--- src/pkg/flash_host_regs.svh ---
`ifndef FLASH_HOST_REGS_SVH
`define FLASH_HOST_REGS_SVH

// ----------------------------------------------------------------
// Register map
// ----------------------------------------------------------------
`define REG_CTRL 8'h00
`define REG_ADDR 8'h04
`define REG_WDATA 8'h08
`define REG_RDATA 8'h0c
`define REG_STATUS 8'h10

`define CTRL_START 0
`define CTRL_CMD_LO 1
`define CTRL_CMD_HI 2
`define CTRL_BYTE 3
`define CTRL_HWRST 4
`define CTRL_HVUNP 5

`define STAT_BUSY 0
`define STAT_DONE 1
`define STAT_ERR 2
`define STAT_AUTOSEL 3
`define STAT_READY 4

`define CMD_CODE_READ 2'h0
`define CMD_CODE_RESET 2'h1
`define CMD_CODE_PROGRAM 2'h2
`define CMD_CODE_AUTOSEL 2'h3

// ----------------------------------------------------------------
// Flash command cycles
// ----------------------------------------------------------------
`define RESET_DATA 8'hf0
`define UNLOCK1_ADDR 18'h00000
`define UNLOCK1_DATA 8'h00
`define UNLOCK2_ADDR 18'h00000
`define UNLOCK2_DATA 8'h00
`define PROG_SETUP_ADDR 18'h00000
`define PROG_SETUP_DATA 8'h00
`define AUTOSEL_ADDR 18'h00000
`define AUTOSEL_DATA 8'h00
`define DATA_POLL_BIT 7
`define TIMEOUT_ERR_BIT 5

// ----------------------------------------------------------------
// Bus cycle timing
// ----------------------------------------------------------------
`define MCLK_PERIOD_NS 4
`define ADDR_SETUP_NS 10
`define STROBE_NS 50
`define READ_ACCESS_NS 120
`define HOLD_NS 20
`define NS_TO_CYC(ns) (8'(((ns) + `MCLK_PERIOD_NS - 1) / `MCLK_PERIOD_NS))
`define ADDR_SETUP_CYC `NS_TO_CYC(`ADDR_SETUP_NS)
`define STROBE_CYC `NS_TO_CYC(`STROBE_NS)
`define READ_ACCESS_CYC `NS_TO_CYC(`READ_ACCESS_NS)
`define HOLD_CYC `NS_TO_CYC(`HOLD_NS)

`endif

--- src/pkg/flash_host_pkg.sv ---
`default_nettype none
package flash_host_pkg;
  typedef enum logic [1:0] {CMD_READ, CMD_RESET, CMD_PROGRAM, CMD_AUTOSEL} flash_cmd_e;
  typedef enum logic [2:0] {ST_IDLE, ST_SETUP, ST_STROBE, ST_HOLD, ST_DECIDE} seq_state_e;
  typedef struct packed {
    logic isRead;
    logic [17:0] addr;
    logic [15:0] data;
  } bus_step_s;
endpackage
`default_nettype wire

--- src/logic/bus_phase_timer.sv ---
`timescale 1ns/1ns
`default_nettype none
module bus_phase_timer
  import flash_host_pkg::*;
(
  input wire logic mclk,
  input wire logic sys_rst,
  input wire logic load,
  input wire logic [7:0] loadVal,
  output logic expire
);
  logic [7:0] count_r;
  logic running_r;

  always_ff @(posedge mclk) begin
    if (sys_rst) begin
      count_r <= 8'h00;
      running_r <= 1'b0;
      expire <= 1'b0;
    end else begin
      expire <= 1'b0;
      if (load) begin
        count_r <= loadVal;
        running_r <= 1'b1;
      end else if (running_r) begin
        if (count_r <= 8'h01) begin
          expire <= 1'b1;
          running_r <= 1'b0;
        end else begin
          count_r <= count_r - 8'h01;
        end
      end
    end
  end
endmodule
`default_nettype wire

--- src/logic/nor_flash_command_fsm.sv ---
// Added by the designer: register access over APB and the register addresses.
`timescale 1ns/1ns
`default_nettype none
`include "flash_host_regs.svh"
module nor_flash_command_fsm
  import flash_host_pkg::*;
(
  input wire logic mclk,
  input wire logic sys_rst,
  input wire logic psel,
  input wire logic penable,
  input wire logic pwrite,
  input wire logic [7:0] paddr,
  input wire logic [31:0] pwdata,
  output logic [31:0] prdata,
  output logic pready,
  output logic pslverr,
  output logic flashCeN,
  output logic flashWeN,
  output logic flashOeN,
  output logic [17:0] flashAddr,
  output logic [15:0] flashDqOut,
  output logic flashDqOeN,
  input wire logic [15:0] flashDqIn,
  output logic flashByteN,
  output logic flashResetN,
  output logic highIdentVoltageEn,
  input wire logic opDoneIndicatorN
);
  // ----------------------------------------------------------------
  // Register file
  // ----------------------------------------------------------------
  logic [1:0] cmdCode_r;
  logic byteMode_r;
  logic hwReset_r;
  logic hvUnprotect_r;
  logic [17:0] tgtAddr_r;
  logic [15:0] tgtData_r;
  logic [15:0] rdData_r;
  logic done_r;
  logic err_r;
  logic autoselMode_r;
  logic startReq_r;
  logic doneEvent;
  logic errEvent;
  logic apbWrite;
  seq_state_e state_r;

  assign apbWrite = psel && penable && pwrite && pready && !pslverr;

  always_ff @(posedge mclk) begin
    if (sys_rst) begin
      pready <= 1'b0;
      pslverr <= 1'b0;
      prdata <= 32'h00000000;
    end else begin
      pready <= psel && !penable;
      pslverr <= 1'b0;
      prdata <= 32'h00000000;
      if (psel && !penable) begin
        case (paddr)
          `REG_CTRL: prdata <= {26'h0000000, hvUnprotect_r, hwReset_r, byteMode_r, cmdCode_r, 1'b0};
          `REG_ADDR: prdata <= {14'h0000, tgtAddr_r};
          `REG_WDATA: prdata <= {16'h0000, tgtData_r};
          `REG_RDATA: prdata <= {16'h0000, rdData_r};
          `REG_STATUS: prdata <= {27'h0000000, !opDoneIndicatorN, autoselMode_r, err_r, done_r,
                                  state_r != ST_IDLE};
          default: pslverr <= 1'b1;
        endcase
      end
    end
  end

  always_ff @(posedge mclk) begin
    if (sys_rst) begin
      cmdCode_r <= `CMD_CODE_READ;
      byteMode_r <= 1'b0;
      hwReset_r <= 1'b0;
      hvUnprotect_r <= 1'b0;
      tgtAddr_r <= 18'h00000;
      tgtData_r <= 16'h0000;
      startReq_r <= 1'b0;
    end else begin
      startReq_r <= 1'b0;
      if (apbWrite && paddr == `REG_CTRL) begin
        cmdCode_r <= pwdata[`CTRL_CMD_HI:`CTRL_CMD_LO];
        byteMode_r <= pwdata[`CTRL_BYTE];
        hwReset_r <= pwdata[`CTRL_HWRST];
        hvUnprotect_r <= pwdata[`CTRL_HVUNP];
        startReq_r <= pwdata[`CTRL_START];
      end
      if (apbWrite && paddr == `REG_ADDR) begin
        tgtAddr_r <= pwdata[17:0];
      end
      if (apbWrite && paddr == `REG_WDATA) begin
        tgtData_r <= pwdata[15:0];
      end
    end
  end

  // Sticky flags: a new event beats a same-cycle clear
  always_ff @(posedge mclk) begin
    if (sys_rst) begin
      done_r <= 1'b0;
      err_r <= 1'b0;
    end else begin
      done_r <= doneEvent || (done_r && !(apbWrite && paddr == `REG_STATUS && pwdata[`STAT_DONE]));
      err_r <= errEvent || (err_r && !(apbWrite && paddr == `REG_STATUS && pwdata[`STAT_ERR]));
    end
  end

  // ----------------------------------------------------------------
  // Flash side pins
  // ----------------------------------------------------------------
  always_ff @(posedge mclk) begin
    if (sys_rst) begin
      flashByteN <= 1'b1;
      flashResetN <= 1'b0;
      highIdentVoltageEn <= 1'b0;
    end else begin
      flashByteN <= !byteMode_r;
      flashResetN <= !hwReset_r;
      highIdentVoltageEn <= hvUnprotect_r;
    end
  end

  // ----------------------------------------------------------------
  // Command sequencer
  // ----------------------------------------------------------------
  flash_cmd_e cmd_r;
  flash_cmd_e cmdSel;
  logic [2:0] step_r;
  logic recovering_r;
  logic [2:0] wrCount_r;
  logic timerLoad_r;
  logic [7:0] timerVal_r;
  logic timerExpire;
  bus_step_s cur;

  always_comb begin
    unique case (cmdCode_r)
      `CMD_CODE_READ: cmdSel = CMD_READ;
      `CMD_CODE_RESET: cmdSel = CMD_RESET;
      `CMD_CODE_PROGRAM: cmdSel = CMD_PROGRAM;
      `CMD_CODE_AUTOSEL: cmdSel = CMD_AUTOSEL;
    endcase
  end

  // Address and data of each bus cycle in a sequence
  function automatic bus_step_s stepWord(flash_cmd_e c, logic [2:0] s, logic [17:0] a, logic [15:0] d);
    bus_step_s w;
    w = '{isRead: 1'b1, addr: a, data: 16'h0000};
    unique case (c)
      CMD_READ: w = '{isRead: 1'b1, addr: a, data: 16'h0000};
      CMD_RESET: w = '{isRead: 1'b0, addr: 18'h00000, data: {8'h00, `RESET_DATA}};
      CMD_AUTOSEL: begin
        if (s == 3'h0) w = '{isRead: 1'b0, addr: `UNLOCK1_ADDR, data: {8'h00, `UNLOCK1_DATA}};
        else if (s == 3'h1) w = '{isRead: 1'b0, addr: `UNLOCK2_ADDR, data: {8'h00, `UNLOCK2_DATA}};
        else w = '{isRead: 1'b0, addr: `AUTOSEL_ADDR, data: {8'h00, `AUTOSEL_DATA}};
      end
      CMD_PROGRAM: begin
        if (s == 3'h0) w = '{isRead: 1'b0, addr: `UNLOCK1_ADDR, data: {8'h00, `UNLOCK1_DATA}};
        else if (s == 3'h1) w = '{isRead: 1'b0, addr: `UNLOCK2_ADDR, data: {8'h00, `UNLOCK2_DATA}};
        else if (s == 3'h2) w = '{isRead: 1'b0, addr: `PROG_SETUP_ADDR, data: {8'h00, `PROG_SETUP_DATA}};
        else if (s == 3'h3) w = '{isRead: 1'b0, addr: a, data: d};
        else w = '{isRead: 1'b1, addr: a, data: 16'h0000};
      end
    endcase
    return w;
  endfunction

  assign cur = stepWord(cmd_r, step_r, tgtAddr_r, tgtData_r);
  assign doneEvent = (state_r == ST_DECIDE) && !recovering_r &&
                     ((cmd_r == CMD_READ) || (cmd_r == CMD_RESET) ||
                      (cmd_r == CMD_AUTOSEL && step_r == 3'h2) ||
                      (cmd_r == CMD_PROGRAM && step_r >= 3'h4 &&
                       rdData_r[`DATA_POLL_BIT] == tgtData_r[`DATA_POLL_BIT]));
  // Program while in autoselect is refused: the device must see a reset first
  assign errEvent = (state_r == ST_IDLE && startReq_r && cmdSel == CMD_PROGRAM && autoselMode_r) ||
                    (state_r == ST_DECIDE && recovering_r) || (state_r != ST_IDLE && hwReset_r);

  bus_phase_timer phaseTimer (
    .mclk(mclk),
    .sys_rst(sys_rst),
    .load(timerLoad_r),
    .loadVal(timerVal_r),
    .expire(timerExpire)
  );

  always_ff @(posedge mclk) begin
    if (sys_rst) begin
      state_r <= ST_IDLE;
      cmd_r <= CMD_READ;
      step_r <= 3'h0;
      recovering_r <= 1'b0;
      wrCount_r <= 3'h0;
      timerLoad_r <= 1'b0;
      timerVal_r <= 8'h01;
      autoselMode_r <= 1'b0;
      rdData_r <= 16'h0000;
      flashCeN <= 1'b1;
      flashWeN <= 1'b1;
      flashOeN <= 1'b1;
      flashAddr <= 18'h00000;
      flashDqOut <= 16'h0000;
      flashDqOeN <= 1'b1;
    end else begin
      timerLoad_r <= 1'b0;
      if (hwReset_r) begin
        // Pin reset aborts any sequence; device comes back in array read
        autoselMode_r <= 1'b0;
        state_r <= ST_IDLE;
        flashCeN <= 1'b1;
        flashWeN <= 1'b1;
        flashOeN <= 1'b1;
        flashDqOeN <= 1'b1;
      end else begin
        unique case (state_r)
          ST_IDLE: begin
            if (startReq_r && !(cmdSel == CMD_PROGRAM && autoselMode_r)) begin
              cmd_r <= cmdSel;
              step_r <= 3'h0;
              recovering_r <= 1'b0;
              wrCount_r <= 3'h0;
              state_r <= ST_SETUP;
              timerLoad_r <= 1'b1;
              timerVal_r <= `ADDR_SETUP_CYC;
            end
          end
          ST_SETUP: begin
            // Address and data settle with all strobes high
            flashAddr <= cur.addr;
            flashDqOut <= cur.data;
            flashDqOeN <= cur.isRead;
            if (timerExpire) begin
              flashCeN <= 1'b0;
              flashWeN <= cur.isRead;
              flashOeN <= !cur.isRead;
              state_r <= ST_STROBE;
              timerLoad_r <= 1'b1;
              timerVal_r <= cur.isRead ? `READ_ACCESS_CYC : `STROBE_CYC;
            end
          end
          ST_STROBE: begin
            if (timerExpire) begin
              if (cur.isRead) rdData_r <= flashDqIn;
              else wrCount_r <= wrCount_r + 3'h1;
              // Address and data stay put past the rising edge for the latch
              flashCeN <= 1'b1;
              flashWeN <= 1'b1;
              flashOeN <= 1'b1;
              state_r <= ST_HOLD;
              timerLoad_r <= 1'b1;
              timerVal_r <= `HOLD_CYC;
            end
          end
          ST_HOLD: begin
            if (timerExpire) begin
              flashDqOeN <= 1'b1;
              state_r <= ST_DECIDE;
            end
          end
          ST_DECIDE: begin
            state_r <= ST_SETUP;
            timerLoad_r <= 1'b1;
            timerVal_r <= `ADDR_SETUP_CYC;
            if (doneEvent || recovering_r) begin
              state_r <= ST_IDLE;
              timerLoad_r <= 1'b0;
              if (cmd_r == CMD_AUTOSEL) autoselMode_r <= 1'b1;
              if (cmd_r == CMD_RESET) autoselMode_r <= 1'b0;
            end else if (cmd_r == CMD_PROGRAM && step_r < 3'h4) begin
              step_r <= step_r + 3'h1;
            end else if (cmd_r == CMD_PROGRAM && step_r == 3'h4) begin
              // Timeout bit up: one more poll decides, since the last bit may just have flipped
              if (rdData_r[`TIMEOUT_ERR_BIT]) step_r <= 3'h5;
            end else if (cmd_r == CMD_PROGRAM) begin
              cmd_r <= CMD_RESET;
              step_r <= 3'h0;
              recovering_r <= 1'b1;
            end else begin
              step_r <= step_r + 3'h1;
            end
          end
          default: state_r <= ST_IDLE;
        endcase
      end
    end
  end
endmodule
`default_nettype wire

--- config.mk ---
export PLATFORM = sky130hd
export DESIGN_NAME = nor_flash_command_fsm
export DESIGN_NICKNAME = d
export VERILOG_FILES = /design/src/pkg/flash_host_pkg.sv /design/src/logic/bus_phase_timer.sv /design/src/logic/nor_flash_command_fsm.sv
export VERILOG_INCLUDE_DIRS = /design/src /design/src/pkg
export SDC_FILE = /design/constraint.sdc
export NUM_CORES = 1
export LEC_CHECK = 0
export BUFFER_PORTS_ARGS = -buffer_cell sky130_fd_sc_hd__buf_2
export CAP_MARGIN = 40
export CORE_ASPECT_RATIO = 0.8
export CORE_MARGIN = 2
export CORE_UTILIZATION = 50
export CTS_BUF_LIST = sky130_fd_sc_hd__clkbuf_16
export CTS_CLUSTER_SIZE = 20
export DETAILED_ROUTE_END_ITERATION = 8
export GPL_TIMING_DRIVEN = 0
export PLACE_DENSITY_LB_ADDON = 0.15
export SETUP_SLACK_MARGIN = 0.15
export SKIP_CTS_REPAIR_TIMING = 1
export SYNTH_ARGS = -nofsm -noshare
export SYNTH_HDL_FRONTEND = slang
export SYNTH_SLANG_ARGS = --single-unit
--- constraint.sdc ---
create_clock -name mclk -period 2.44 [get_ports mclk]
set_input_delay 0.488 -clock mclk [delete_from_list [all_inputs] [get_ports mclk]]
set_output_delay 0.488 -clock mclk [all_outputs]
set_load 0.005 [all_outputs]
==> results.tsv <==
metric	value	unit
ctsLongestPathBuffers	2	
port_buffers	108	
grt_pass1_vias	5106	
vias	5488	
synth_top_area_cell	dfxtp_1	
cts_max_level	4	
max_slew_margin	47.8	%
gp_congestion	0.921	
wl_per_cell	18.1	µm
grt_max_degree	17	
end_kind	flop	
cp-start-kind	flop	
drc	0	
max_cap_viol_count	0	
die-area	0.0131	mm²
vdd_drop_max	0.000443	V
std_cell_rows	36	
async_flop_share	0	%
grt_overflow	0	
yosysSeqAreaShare	47.7	%
setup_viol	0	
die_width	127	µm
grt_usage	27.3	%
post-route-util	62.8	%
die_h	103	µm
finalHoldViolCount	0	
cts-root-buf	clkbuf_16	
synth_edf_count	0	
hold_path.class	in -> reg	
finalPower	5.17	mW
yosys.area.top_type_share	47.7	%
crit_arrival	2.47	ns
diodes	0	
areaGrowthSynthToFinish	24.1	%
p_leak	3.33	nW
grt_pass1_wl	27000	µm
crit_type	reg -> reg	
synthCells	678	
period_needed	2.19	ns
synthTopCellsByArea	dfxtp_1 48%, mux2i_1 7.1%, nand2_1 5.1%, nor2_1 5.1%, a21oi_1 5.0%	
fin_worst_skew	0.00783	ns
nets	892	
drt-total-wl	17800	µm
vias_per_cell	5.55	
io_pins	137	
clk_pin_slew	0.06	ns
slew_viol_final	0	
critPathMaxFanout	10	
start_util	50.6	%
tightest_slew	0.784	ns
powerDensity	685	mW/mm²
dp_hpwl	13100	µm
syn_area	0.00609	mm²
ys_ff_latch	145	
first_pass_iters	5	
cts_tree	built	
yosysWarnings	0	
drt-initial-drc-count	491	
post-place-ws	-0.0799	ns
max_freq	0.457	GHz
cts_made_buffers	17	
status	finished, final reports clean	
setup_slack	0.254	ns
antenna_left	0	
rsz0062_at_grt	no	
core	0.0120	mm²
antenna_found_initial	0	
worstSkewPairLatency	0.42	ns
min_period_over_period	89.6	%
synthFlopType	dfxtp_1	
synthDistinctLibCells	55	
drive_gt1_share	24.5	%
synth.avg_cell_area	8.98	µm²
cts_sinks	145	
worstPathRequired	2.72	ns
[metrics by stage]
| step | hold slack, ns | std cells | area [µm²] | TNS [ns] |
|---|---|---|---|---|
| 2_1_floorplan | 0.368 | 691 | 6130 | 0 |
| 3_3_place_gp | 0.393 | 951 | 6870 | -0.317 |
| 3_5_place_dp | 0.399 | 952 | 6870 | -0.671 |
| 4_1_cts | 0.297 | 984 | 7470 | -0.721 |
| 5_1_grt | 0.309 | 988 | 7550 | 0 |
| 6_report | 0.302 | 988 | 7550 | 0 |
[final timing paths]
| path | depth (start not counted) | endpoint | start | slack [ns] |
|---|---|---|---|---|
| max | 10 | rdData_r[9] | step_r[0] | 0.25 |
| min | 2 | pready | penable | 0.30 |
| max reg2reg | 10 | rdData_r[9] | step_r[0] | 0.25 |
| min reg2reg | 1 | flashByteN | byteMode_r | 0.41 |
[cell usage in the layout, fill, tap and decap left out, drive strengths merged, types with 3 or more instances in the layout]
| cell type | count |
|---|---|
| nor4 | 3 |
| a31oi | 7 |
| nor2 | 83 |
| and2 | 3 |
| mux2 | 11 |
| nand3 | 33 |
| nor3 | 13 |
| o21a | 4 |
| o21ai | 16 |
| nor2b | 6 |
| ha | 7 |
| and3 | 6 |
| clkbuf | 40 |
| nand2 | 82 |
| clkinvlp | 7 |
| conb | 14 |
| a211o | 4 |
| bufinv | 3 |
| mux4 | 5 |
| a21oi | 61 |
| inv | 18 |
| a22oi | 18 |
| mux2i | 43 |
| xnor2 | 5 |
| a21boi | 3 |
| dfxtp | 145 |
| buf | 144 |
| nand3b | 4 |
| or3 | 8 |
| clkinv | 3 |
| nand2b | 7 |
| a211oi | 3 |
[critical path: stages, from the launching register on]
cell      delay (ns)
dfxtp_2         0.35
inv_1           0.08
ha_1            0.23
or3_4           0.39
a31oi_4         0.22
buf_6           0.14
nand4b_1        0.09
buf_4           0.20
buf_2           0.18
nand2_1         0.10
a21oi_1         0.06
[area by class of cell]
type	instances	area (µm²)
Clock inverter	15	169
Tap cell	152	190
Buffer	54	300
Timing Repair Buffer	113	591
Sequential cell	145	2910
Multi-Input combinational cell	476	2910
Clock buffer	17	425
Fill cell	1014	4470
Inverter	16	60.1
[Yosys cell counts, types with 5 or more instances]
cell and number:
mux2_2 11, a21oi_1 61, dfxtp_1 145, ha_1 7
clkbuf_1 22, and3_1 6, inv_1 16, nand2_1 82
xnor2_1 5, o21ai_0 16, buf_2 11, nor2_1 82
buf_4 15, a22oi_1 18, mux4_2 5, a31oi_1 7
nor2b_1 6, or3_1 8, mux2i_1 43, nor3_1 12
nand3_1 33, nand2b_1 7
[routing by layer]
metal | part of all wire (%) | track usage, %
met1 | 47 | 39.5
met2 | 43 | 41.2
met3 | 8.9 | 6.38
met4 | 1.3 | 7.61
met5 | 0 | 0
[sequential cells by signal, summed over array words and instances (netlist names), 2 cells and up]
register,flops
state_r,3
tgtData_r,16
flashDqOut,16
step_r,3
tgtAddr_r,18
timerVal_r,5
phaseTimer.count_r,8
rdData_r,16
cmdCode_r,2
cmd_r,2
flashAddr,18
prdata,18
[logic make-up after synthesis]
| group | Yosys count | share of synthesized area [%] |
|---|---|---|
| AOI/OAI and AO/OA | 127 | 13.0 |
| xor gates and xnor gates | 7 | 1.01 |
| adders and majority gates | 7 | 1.44 |
| buffers and inverters | 70 | 5.72 |
| DFF | 145 | 47.7 |
| muxes | 59 | 11.0 |
| other | 1 | 0.0616 |
| and+or+nand+nor | 262 | 20.1 |
[power breakdown]
part / total (mW) / switching (mW) / internal [mW]
clock network: 2.63 / 1.03 / 1.60
registers: 2.37 / 0.000843 / 2.37
logic: 0.172 / 0.109 / 0.0622
Note: power is estimated with default switching activity, not from simulation.
